$ cat config.mk
export PLATFORM = sky130hd
export DESIGN_NAME = fps_core
export DESIGN_NICKNAME = d
export VERILOG_FILES = /design/src/logic/fps_pkg.sv /design/src/logic/fps_wake_if.sv /design/src/logic/fps_wake_timer.sv /design/src/logic/fps_core.sv
export VERILOG_INCLUDE_DIRS = /design/src /design/src/logic
export SDC_FILE = /design/constraint.sdc
export NUM_CORES = 1
export LEC_CHECK = 0
export ABC_AREA = 1
export BUFFER_PORTS_ARGS = -buffer_cell sky130_fd_sc_hd__buf_2
export CAP_MARGIN = 20
export CORE_AREA = 2 2 112 114
export CTS_CLUSTER_DIAMETER = 60
export DETAILED_ROUTE_END_ITERATION = 6
export DIE_AREA = 0 0 114 116
export HOLD_SLACK_MARGIN = 0.1
export PLACE_DENSITY = 0.67
export SETUP_SLACK_MARGIN = 0.3
export SYNTH_ARGS = -nofsm -noshare
export SYNTH_HDL_FRONTEND = slang
export SYNTH_HIERARCHICAL = 1
export SYNTH_SLANG_ARGS = --single-unit
$ cat constraint.sdc
create_clock -name clk -period 3.5 [get_ports clk]
set_input_delay 0 -clock clk [delete_from_list [all_inputs] [get_ports clk]]
set_output_delay 0 -clock clk [all_outputs]
set_load 0.01 [all_outputs]
$ cat src/logic/fps_defs.svh
/*
 flash programmer status and power-state constants.
 assumes a 200 MHz clk; included by bare name from logic files.
*/
`ifndef FPS_DEFS_SVH
`define FPS_DEFS_SVH

`define FPS_CLK_MHZ 200
`define FPS_SETUP_MS 10
`define FPS_SETUP_CYC (`FPS_SETUP_MS * 1000 * `FPS_CLK_MHZ)
`define FPS_OSC_XTAL_MS 10
`define FPS_OSC_CERA_MS 5
`define FPS_OSC_XTAL_CYC (`FPS_OSC_XTAL_MS * 1000 * `FPS_CLK_MHZ)
`define FPS_OSC_CERA_CYC (`FPS_OSC_CERA_MS * 1000 * `FPS_CLK_MHZ)
`define FPS_WAKE_US 20
`define FPS_WAKE_CYC (`FPS_WAKE_US * `FPS_CLK_MHZ)

`define FPS_ADDR_CTRL 4'h0
`define FPS_ADDR_STAT 4'h1
`define FPS_ADDR_IRQS 4'h2
`define FPS_ADDR_IMSK 4'h3
`define FPS_ADDR_WAIT 4'h4

`define FPS_BIT_PROGRESS 7
`define FPS_BIT_OUTCOME 6
`define FPS_LOW_W 6

`define FPS_IRQ_READY 0
`define FPS_IRQ_DONE 1
`define FPS_IRQ_FAIL 2
`define FPS_IRQ_WAKE 3
`define FPS_IRQ_IGNORED 4
`define FPS_IRQ_W 5

`define FPS_WAIT_SEL_RESET 3'h0
`define FPS_WAIT_STEP_CYC 16'h0FA0
`endif

$ cat src/logic/fps_pkg.sv
/*
 types shared by the flash status/power block.
 assumes nothing beyond the defs header.
*/
package fps_pkg;
	typedef enum logic [1:0] {FPS_FL_NORMAL, FPS_FL_POWERDOWN, FPS_FL_STANDBY} fps_flash_e;
	typedef enum logic [2:0] {FPS_CM_ACTIVE, FPS_CM_SUBACTIVE, FPS_CM_SLEEP, FPS_CM_SUBSLEEP,
		FPS_CM_STANDBY, FPS_CM_WATCH} fps_chip_e;
	typedef enum logic [1:0] {FPS_PM_OSC, FPS_PM_SETUP, FPS_PM_READ, FPS_PM_BUSY} fps_prog_e;
endpackage

$ cat src/logic/fps_wake_if.sv
/*
 interface between the power selector and its wake-wait timer.
 assumes one clk domain.
*/
`timescale 1ns/1ps
interface fps_wake_if;
	logic start;
	logic [2:0] waitSel;
	logic busy;
	logic done;
	modport ctl (output start, output waitSel, input busy, input done);
	modport tmr (input start, input waitSel, output busy, output done);
endinterface

$ cat src/logic/fps_wake_timer.sv
/*
 wake-up stabilisation wait counter for the flash power circuits.
 assumes start is a one-cycle pulse from the same clk.
*/
`timescale 1ns/1ps
`include "fps_defs.svh"
module fps_wake_timer (
	input wire logic clk,
	input wire logic rst,
	fps_wake_if.tmr wk
);
	logic [18:0] count;
	logic busy;
	logic done;
	wire [18:0] loadVal = 19'(`FPS_WAKE_CYC) + 19'(wk.waitSel) * 19'(`FPS_WAIT_STEP_CYC);

	assign wk.busy = busy;
	assign wk.done = done;

	always_ff @(posedge clk or posedge rst)
	begin
		if (rst)
		begin
			count <= 19'h0_0000;
			busy <= 1'b0;
			done <= 1'b0;
		end
		else
		begin
			done <= 1'b0;
			if (wk.start)
			begin
				// never shorter than the 20 us floor, whatever the select says
				count <= loadVal;
				busy <= 1'b1;
			end
			else if (busy)
			begin
				count <= count - 19'h0_0001;
				if (count == 19'h0_0001)
				begin
					busy <= 1'b0;
					done <= 1'b1;
				end
			end
		end
	end
endmodule

$ cat src/logic/fps_core.sv
/*
 flash programmer-mode status polling, entry timing and user-mode power state.
 assumes programmer pins come from outside clk (synchronised here), and
 a register master on clk following the plain strobe protocol.
*/
// The placing of the registers and the strobed register port were chosen for this implementation.
`timescale 1ns/1ps
`include "fps_defs.svh"
// Operation
// [RULE1] bit 7 low while busy, high when done
// [RULE2] bit 6 gives outcome, bits 0-5 low
// [RULE3] never bit 7 low with bit 6 high
// [RULE4] status held until next command write
// [RULE5] commands ignored during stabilisation and setup
// [RULE6] programmer waits 10 ms crystal, 5 ms ceramic
// [RULE7] 10 ms setup before commands accepted
// [RULE8] after setup enter memory read mode
// [RULE9] programmer erases before reprogramming
// [RULE10] erase chips of unknown history first
// [RULE11] flash is normal, power-down or standby
// [RULE12] subactive: bit 0 power-down, 1 normal
// [RULE13] active/sleep normal; sub-sleep/standby/watch standby
// [RULE14] software sets wait of at least 20 us
module fps_core #(
	parameter int SETUP_CYC = `FPS_SETUP_CYC,
	parameter int OSC_CYC = `FPS_OSC_XTAL_CYC
) (
	input wire logic clk,
	input wire logic rst,
	input wire logic progModePin,
	input wire logic cmdWritePin,
	input wire logic opEndPin,
	input wire logic opFailPin,
	input wire logic readEnablePin,
	input wire logic [2:0] chipMode,
	input wire logic [3:0] regAddr,
	input wire logic [7:0] regWdata,
	input wire logic regWrite,
	input wire logic regRead,
	output logic [7:0] regRdata,
	output logic [7:0] statusData,
	output logic statusOe,
	output logic cmdAccept,
	output logic [1:0] flashState,
	output logic flashReady,
	output logic irq
);
	logic [1:0] syncMode, syncCmd, syncEnd, syncFail, syncRe;
	logic cmdPrev, endPrev;
	fps_pkg::fps_prog_e progState;
	logic [31:0] progCount;
	logic progressFlag;
	logic outcomeFlag;
	logic flashLowPowerDisable;
	logic [2:0] standbyWaitSelect;
	logic [`FPS_IRQ_W-1:0] irqStatus;
	logic [`FPS_IRQ_W-1:0] irqMask;
	fps_pkg::fps_flash_e flashMode;
	fps_pkg::fps_flash_e prevFlashMode;

	fps_wake_if wk();

	fps_wake_timer u_wake (
		.clk(clk),
		.rst(rst),
		.wk(wk)
	);

	// two-stage synchronisers for every programmer pin
	always_ff @(posedge clk or posedge rst)
	begin
		if (rst)
		begin
			syncMode <= 2'h0;
			syncCmd <= 2'h0;
			syncEnd <= 2'h0;
			syncFail <= 2'h0;
			syncRe <= 2'h0;
		end
		else
		begin
			syncMode <= {syncMode[0], progModePin};
			syncCmd <= {syncCmd[0], cmdWritePin};
			syncEnd <= {syncEnd[0], opEndPin};
			syncFail <= {syncFail[0], opFailPin};
			syncRe <= {syncRe[0], readEnablePin};
		end
	end

	wire progMode = syncMode[1];
	wire cmdLevel = syncCmd[1];
	wire endLevel = syncEnd[1];
	wire cmdRise = cmdLevel && !cmdPrev;
	wire endRise = endLevel && !endPrev;
	wire inWaitPhase = (progState == fps_pkg::FPS_PM_OSC) || (progState == fps_pkg::FPS_PM_SETUP);
	wire cmdTaken = cmdRise && !inWaitPhase && progMode; // [RULE5]
	wire cmdDropped = cmdRise && inWaitPhase && progMode; // [RULE5]
	wire oscDone = progCount >= 32'(OSC_CYC - 1); // [RULE6]
	wire setupDone = progCount >= 32'(SETUP_CYC - 1); // [RULE7]

	always_ff @(posedge clk or posedge rst)
	begin
		if (rst)
		begin
			cmdPrev <= 1'b0;
			endPrev <= 1'b0;
		end
		else
		begin
			cmdPrev <= cmdLevel;
			endPrev <= endLevel;
		end
	end

	// programmer-mode entry sequence and operation tracking
	always_ff @(posedge clk or posedge rst)
	begin
		if (rst)
		begin
			progState <= fps_pkg::FPS_PM_OSC;
			progCount <= 32'h0000_0000;
		end
		else if (!progMode)
		begin
			progState <= fps_pkg::FPS_PM_OSC;
			progCount <= 32'h0000_0000;
		end
		else
		begin
			case (progState)
				fps_pkg::FPS_PM_OSC:
				begin
					progCount <= oscDone ? 32'h0000_0000 : progCount + 32'h0000_0001;
					if (oscDone)
						progState <= fps_pkg::FPS_PM_SETUP;
				end
				fps_pkg::FPS_PM_SETUP:
				begin
					progCount <= progCount + 32'h0000_0001;
					if (setupDone)
						progState <= fps_pkg::FPS_PM_READ; // [RULE8]
				end
				fps_pkg::FPS_PM_READ:
				begin
					if (cmdTaken)
						progState <= fps_pkg::FPS_PM_BUSY;
				end
				fps_pkg::FPS_PM_BUSY:
				begin
					if (endRise)
						progState <= fps_pkg::FPS_PM_READ;
				end
				default:
					progState <= fps_pkg::FPS_PM_OSC;
			endcase
		end
	end

	// polling flags: busy clears both, end sets progress and latches outcome
	always_ff @(posedge clk or posedge rst)
	begin
		if (rst)
		begin
			progressFlag <= 1'b1;
			outcomeFlag <= 1'b0;
		end
		else if (cmdTaken)
		begin
			progressFlag <= 1'b0; // [RULE1]
			outcomeFlag <= 1'b0; // [RULE3]
		end
		else if (progState == fps_pkg::FPS_PM_BUSY && endRise)
		begin
			progressFlag <= 1'b1; // [RULE1]
			outcomeFlag <= !syncFail[1]; // [RULE2]
		end
	end

	// flags only ever change on a taken command or an end, so they hold between
	assign statusData = {progressFlag, outcomeFlag && progressFlag, `FPS_LOW_W'(0)}; // [RULE2] [RULE3] [RULE4]
	assign statusOe = syncRe[1] && progMode; // [RULE4]
	assign cmdAccept = progMode && !inWaitPhase;

	// user-mode flash power state
	function automatic fps_pkg::fps_flash_e selectFlash(input logic [2:0] mode, input logic lpDisable);
		case (mode)
			fps_pkg::FPS_CM_ACTIVE,
			fps_pkg::FPS_CM_SLEEP:
				selectFlash = fps_pkg::FPS_FL_NORMAL; // [RULE13]
			fps_pkg::FPS_CM_SUBACTIVE:
				selectFlash = lpDisable ? fps_pkg::FPS_FL_NORMAL : fps_pkg::FPS_FL_POWERDOWN; // [RULE12]
			default:
				selectFlash = fps_pkg::FPS_FL_STANDBY; // [RULE13]
		endcase
	endfunction

	always_ff @(posedge clk or posedge rst)
	begin
		if (rst)
		begin
			flashMode <= fps_pkg::FPS_FL_NORMAL;
			prevFlashMode <= fps_pkg::FPS_FL_NORMAL;
		end
		else
		begin
			flashMode <= selectFlash(chipMode, flashLowPowerDisable); // [RULE11]
			prevFlashMode <= flashMode;
		end
	end

	wire wakeEvent = (flashMode == fps_pkg::FPS_FL_NORMAL) && (prevFlashMode != fps_pkg::FPS_FL_NORMAL);
	assign wk.start = wakeEvent;
	assign wk.waitSel = standbyWaitSelect; // [RULE14]
	assign flashState = flashMode;
	// reads are held off until the stopped supply circuits have settled
	assign flashReady = (flashMode != fps_pkg::FPS_FL_STANDBY) && !wk.busy && !wakeEvent;

	// register port and interrupt status
	wire wrCtrl = regWrite && regAddr == `FPS_ADDR_CTRL;
	wire wrIrqs = regWrite && regAddr == `FPS_ADDR_IRQS;
	wire wrImsk = regWrite && regAddr == `FPS_ADDR_IMSK;
	wire wrWait = regWrite && regAddr == `FPS_ADDR_WAIT;
	wire [`FPS_IRQ_W-1:0] irqEvents;
	assign irqEvents[`FPS_IRQ_READY] = (progState == fps_pkg::FPS_PM_SETUP) && setupDone && progMode;
	assign irqEvents[`FPS_IRQ_DONE] = (progState == fps_pkg::FPS_PM_BUSY) && endRise && !syncFail[1];
	assign irqEvents[`FPS_IRQ_FAIL] = (progState == fps_pkg::FPS_PM_BUSY) && endRise && syncFail[1];
	assign irqEvents[`FPS_IRQ_WAKE] = wk.done;
	assign irqEvents[`FPS_IRQ_IGNORED] = cmdDropped;

	always_ff @(posedge clk or posedge rst)
	begin
		if (rst)
		begin
			flashLowPowerDisable <= 1'b0; // [RULE12]
			standbyWaitSelect <= `FPS_WAIT_SEL_RESET;
			irqMask <= '0;
			irqStatus <= '0;
		end
		else
		begin
			if (wrCtrl)
				flashLowPowerDisable <= regWdata[0];
			if (wrWait)
				standbyWaitSelect <= regWdata[2:0];
			if (wrImsk)
				irqMask <= regWdata[`FPS_IRQ_W-1:0];
			// a new event wins over a write-one clear in the same cycle
			irqStatus <= (irqStatus & ~(wrIrqs ? regWdata[`FPS_IRQ_W-1:0] : '0)) | irqEvents;
		end
	end

	assign irq = |(irqStatus & irqMask);

	logic [7:0] readMux;
	always_comb
	begin
		case (regAddr)
			`FPS_ADDR_CTRL: readMux = {7'h00, flashLowPowerDisable};
			`FPS_ADDR_STAT: readMux = {flashReady, wk.busy, cmdAccept, progressFlag, flashMode, progState};
			`FPS_ADDR_IRQS: readMux = {3'h0, irqStatus};
			`FPS_ADDR_IMSK: readMux = {3'h0, irqMask};
			`FPS_ADDR_WAIT: readMux = {5'h00, standbyWaitSelect};
			default: readMux = 8'h00;
		endcase
	end

	always_ff @(posedge clk or posedge rst)
	begin
		if (rst)
			regRdata <= 8'h00;
		else
			regRdata <= regRead ? readMux : 8'h00;
	end
endmodule

Yosys cells after proc, flatten, opt, wreduce, memory -nomap -nowiden
Index checks and enable logic that the tools add are counted.
Widths: inputs -> output; s select.
- logic and storage cells: 110
- RAM bits: 0
- bits in latches: 0
- memories kept: 0
- input port bits: 24
- bits in registers: 95
- ROM bits: 0
- reduce and logical (&&, ||, !) cells: 38
- magnitude comparators: 1
- shifts and indexed selects: 0
- $add $sub $neg: 3
- bitwise gates (word level): 4
- multiply operators: 1
- equal/unequal tests: 16
- divide/modulo/power cells: 0
- mux-type cells: 26
- operators by type and width (operator ; count):
    $mux 32 ; 2
    $pmux 32 s2 ; 1
    $pmux 8 s5 ; 1
    $mux 19 ; 2
    $add 32x1->32 const B ; 1
    $ge 32x21->1 const B ; 1
    $logic_and 1x1->1 ; 21
    $eq 19x1->1 const B ; 1
    $sub 19x1->19 const B ; 1
    $add 12x15->16 const A ; 1
    $ne 3x3->1 const B ; 4
    $mux 1 ; 11
    $and 5x5->5 ; 2
    $mul 3x7->10 const B ; 1
    $mux 2 ; 5
    $eq 4x2->1 const B ; 2
    $mux 8 ; 1
    $pmux 2 s4 ; 1
    $logic_not 1->1 ; 6
    $reduce_bool 2->1 ; 3
    $mux 5 ; 1
    $not 5->5 ; 1
    $or 5x5->5 ; 1
    $reduce_or 5->1 ; 1
    15 further kinds ; 17

Logic depth before layout (Yosys ltp)
- depth after elaboration: 8
- depth in mapped cells: 16
- depth with buffers taken out: 16

Cells and area by module
The synthesis kept the hierarchy.
- modules (own cells, without submodules) (module ; area each (um2) ; instances ; cells each):
    fps_core ; 4137.7 ; 1 ; 547
    fps_wake_timer ; 1744.2 ; 1 ; 242

Worst setup path before layout
No wires, ideal clock.
- path kind: register to register
- start point: register standbyWaitSelect[0]
- end point: register u_wake.count[13]
- setup slack: 0.441 ns
- setup time: 0.113 ns
- stages on the path, launching flop included: 17
- arrival time: 2.947 ns
- required time: 3.387 ns
- period minus slack after synthesis: 3.059 ns
- cells stage by stage: dfrtp_1 > inv_1 > fa_1 > inv_1 > nand2_1 > and2_4 > ha_1 > a21oi_1 > fa_1 > inv_1 > nor4_1 > and2_4 > nor2_4 > nand3_1 > nand3_1 > nand2_1 > inv_1
- longest elaborated chain between the ends: 3
- RTL lines (element ; RTL line ; text):
    from (decl) ; fps_core.sv:55 ; logic [2:0] standbyWaitSelect;
    from (signal assigned) ; fps_core.sv:235 ; standbyWaitSelect <= `FPS_WAIT_SEL_RESET;
    from (signal assigned) ; fps_core.sv:244 ; standbyWaitSelect <= regWdata[2:0];
    $mul 3x7->10 ; fps_wake_timer.sv:15 ; wire [18:0] loadVal = 19'(`FPS_WAKE_CYC) + 19'(wk.waitSel) * 19'(`FPS_WAIT_STEP_CYC);
    $add 12x15->16 ; fps_wake_timer.sv:15 ;
    $mux 19 ; fps_wake_timer.sv:31 ; if (wk.start)
    to (signal assigned) ; fps_wake_timer.sv:34 ; count <= loadVal;
    to (signal assigned) ; fps_wake_timer.sv:39 ; count <= count - 19'h0_0001;
    to (decl) ; fps_wake_timer.sv:12 ; logic [18:0] count;
Every way passes these cells.
A chain may end at the register's enable or synchronous reset.

Final worst setup path
- start point: register standbyWaitSelect[2]
- end point: register u_wake.count[13]
Same word-level chain as after synthesis.

==> results <==
- The first global-routing pass estimated 24.2 mm of wire.
- The number of enable flip-flop cells after synthesis is 0.
- The setup TNS after final layout is 0 ns.
- In the finished design, the share of the clock period the worst path needs comes to 86.4%.
- After the last flow step, the layout net total stands at 892.
- Data on the critical path is required at its endpoint by 3.75 ns.
- In this run the worst path has a maximum fanout of 5.
- From bottom edge to top edge, the die measures 116 um.
- The number of levels in the clock H-tree is 3.
- The number of filler instances in the final layout is 1,123.
- The detailed-route DRC error count is 0.
- In this run the tool buffered the top-level ports with 36 buffer cells.
- The total CTS buffers is 9.
- The startpoint identified for the worst register-to-register timing path is standbyWaitSelect[2].
- The internal power of the cells totals roughly 0.0023 W.
- The part of the total power dissipated in sequential elements is 39.3%.
- The number of inserted diodes is 0.
- The via total after detailed routing is 5,130.
- The type of destination of the critical path is a register.
- The register clock-pin slew on the reported worst setup and hold paths is 0.07 ns.
- Power spread over the standard cell area amounts to 537 nW/um2.
- Setup repair after global routing left no endpoint under its margin.
- The vias per cell is slightly above 5.
- The post-synthesis to final-layout area growth is 15.4%.
- The signal on the critical path passes through inv_1 > fa_2 > inv_2 > nand2_2 > and2_4 > ha_1 > a21oi_2 > fa_1 > inv_1 > nor4_4 > and2_4 > nor2_4 > nand3_1 > nand3_1 > nand2_1 > inv_1.
- The data arrival at the endpoint of the critical path is 3.28 ns.
- The net switching power of the design is 0.00135 W.
- The count of clock tree sinks is 95.
- The critical path contains buffers and inverters numbering 4 combined.
- In the final routed layout, each cell accounts on average for 13.8 um.
- For this configuration, the core starts out at a cell density of 49.4%.
- The startpoint type of the worst setup path is a register.
- Net switching is 37.1% of the power.
- The slowest cell on the critical path is fa_2.
- In this design, the stage delay of the slowest critical-path cell is 0.61 ns.
- The total chip power is 0.00364 W.
- The via count of the first global-routing pass is about 5,200.
- The summed area of non-filler cells in the final layout is 6790 um2.
- The placement-stage cell area is between 6000 and 7000 um2.
- The cell type contributing the most total cell area after synthesis is dfrtp_1.
- The remaining number of nets flagged by the antenna check after routing is 0.
- Synthesis instantiated 49 different standard cells from the library.
- The floorplan die area is 13,200 um2.
- Across the run, the number of max-cap violations was 0.
- In this run the mean area of a mapped cell was 7.45 um2.
- On the final layout, the worst clock skew is 0.00898 ns.
- Global routing finished with a remaining overflow of 0.
- Measured along the x axis, the die boundary spans 114 um.
- For the worst flop-to-flop path, the logic depth is 16.
- The async set-reset flop share out of synthesis is 100%.
- The count of synthesis-stage warnings from yosys is 6.
- In this run the static leakage power is 3.48 nW.
- Sorting the synthesized cells by area gives the leading types as dfrtp_1, nand2_1, inv_1.
- The critical path is of the reg -> reg type.
- The proportion of synthesized chip area in sequential cells is 40.4%.
- The area of the placeable core is 11,900 um2.
- The longest clock path from root to sink contains 2 buffers.
- The post-DP HPWL is between 10 and 15 mm.
- The proportion of netlist area held by the largest area contributor is 40.0%.
- The proportion of layout cells with a drive suffix above 1 is 15.4%.
- Global routing used 23.0% of the available tracks.
- Synthesis produced 789 cells.
- The routed design has about 14 mm of wire.
- CTS placed an instance of clkbuf_16 at the clock tree root.
- For this run, the leading register cell type out of synthesis is dfrtp_1.
- The pin count of the biggest net entering global routing is 57.
- The clock tree from TritonCTS is done.
- nand2_1 is the most common cell in the netlist.
- The number of pins exceeding their max-slew limit in the final report came to 0.
- The tightest min-delay check is of the in -> async type.
- Counting stages on the worst path, the most repeated cell is inv_1.
- Timing would allow up to 331 MHz.
- The reg-to-reg endpoint is u_wake/count[13].
- After the first detailed-routing iteration, the DRC count stood at roughly 390.
- The flow ran to the end, and the final reports show no timing, DRC or antenna violations.
- For this run, the detailed router's first-pass iteration total came to 5.
- In this run the register-to-register setup slack is 0.48 ns.
- After synthesis the netlist holds a flip-flop and latch count of 95.
- between 40 and 50 I/O pins were placed.
- The weighted congestion reported at the end of routability-driven placement is 0.933.
- The dominant delay contributor by cell family on the critical path is adder cells.
- The placement row count is 40.
- After synthesis the cells add up to 5880 um2.
- The clock period could shrink to 3.02 ns.
- For the pin with the worst max-slew slack, the measured transition is 0.854 ns.
- The relative max-transition margin is 43.0%.
- Per report_power, the combinational group accounts for 32.2% of the total.
- Measured on the finished design, the core utilization comes to between 50% and 60%.
- The maximum resistive drop on vdd is 0.000361 V.
- After synthesis, the most frequently instantiated cells are nand2_1, inv_1, dfrtp_1.
- The count of final hold-check violations is 0.
- The number of antenna violations at the first check in global routing is 0.
- For the worst-skew pair, the clock arrives at the later sink with an insertion delay of 0.36 ns.
- The portion of total power attributed to the clock network is 28.5%.
- Setup violations remaining at the end of the flow were counted as 0.
==> cell type report <==
type,instances,area (um2),area share [%]
Inverter,108,405,5.97
Tap cell,147,184,2.71
Timing Repair Buffer,68,478,7.04
Multi-Input combinational cell,572,3030,44.6
Sequential cell,95,2380,35.1
Clock inverter,6,77.6,1.14
Clock buffer,10,239,3.52
==> metal layers <==
layer	wire length, um	up-vias	GRT usage [%]
met1	6630	2393	30.4
met5	0	-	0
met4	183	0	6.02
li1	-	2627	-
met3	499	14	4.45
met2	6550	96	38.9
==> state kept, by name, summed over array words and instances (netlist names), 3 cells and up <==
name / flops
irqStatus: 5
standbyWaitSelect: 3
progCount: 32
regRdata: 8
irqMask: 5
u_wake/count: 19
==> stage by stage <==
step	instances	hold slack (ns)	worst slack [ns]
2_1_floorplan	794	-0.0235	0.441
3_3_place_gp	964	0.0231	0.373
3_5_place_dp	964	0.0355	0.219
4_1_cts	1003	0.204	0.354
5_1_grt	1006	0.232	0.301
6_report	1006	0.189	0.476
==> worst max-delay path by stage <==
stage	endpoint	start	cells past startpoint	slack (ns)
2_1_floorplan	u_wake/count[13]	standbyWaitSelect[0]	16	0.44
3_3_place_gp	u_wake/count[13]	standbyWaitSelect[2]	16	0.37
3_5_place_dp	u_wake/count[13]	standbyWaitSelect[2]	16	0.22
4_1_cts	u_wake/count[13]	standbyWaitSelect[2]	16	0.35
5_1_grt	u_wake/count[13]	standbyWaitSelect[2]	16	0.30
6_report	u_wake/count[13]	standbyWaitSelect[2]	16	0.48
==> cells by family after synthesis <==
logic type | count (synthesis) | share of synthesized area, %
adder cells (fa/ha/maj) | 14 | 3.36
buffers and inverters | 127 | 8.89
AO/OA/AOI/OAI | 73 | 7.17
flip-flops | 95 | 40.4
XOR/XNOR | 21 | 3.13
other | 1 | 0.0638
AND/OR/NAND/NOR | 458 | 36.9
==> cell usage in the layout (no fill, tap or decap), types with 19 or more instances in the layout <==
cell | synthesis | routed
buf_2 | 4 | 36
dfrtp_1 | 94 | 93
nand2_1 | 223 | 222
nor2_1 | 93 | 92
nand3_2 | 21 | 21
nand3_1 | 51 | 51
inv_1 | 100 | 98
o21ai_0 | 37 | 37
xor2_1 | 19 | 19
dlygate4sd3_1 | 0 | 23
==> repair_timing <==
item,CTS,global route
endpoints found under the setup margin,2,3
buffers inserted,0,3
pin swaps,0,2
gates resized for setup,2,5
hold buffers,23,0
hold endpoints to repair,68,0
==> worst min-delay path: stages <==
cell           delay [ns]
dlygate4sd3_1        0.53
buf_2                0.13
inv_2                0.32
==> power by group through the flow <==
stage / logic (W) / clock network (W) / registers, W
after floorplan: 0.000869 / 0 / 0.00141
after global placement: 0.00106 / 0 / 0.00145
after detailed placement: 0.00109 / 0 / 0.00145
after CTS: 0.00113 / 0.00107 / 0.00143
after global routing: 0.00134 / 0.00111 / 0.00146
final: 0.00117 / 0.00104 / 0.00143
No activity file was read; power rests on OpenSTA's default activity.
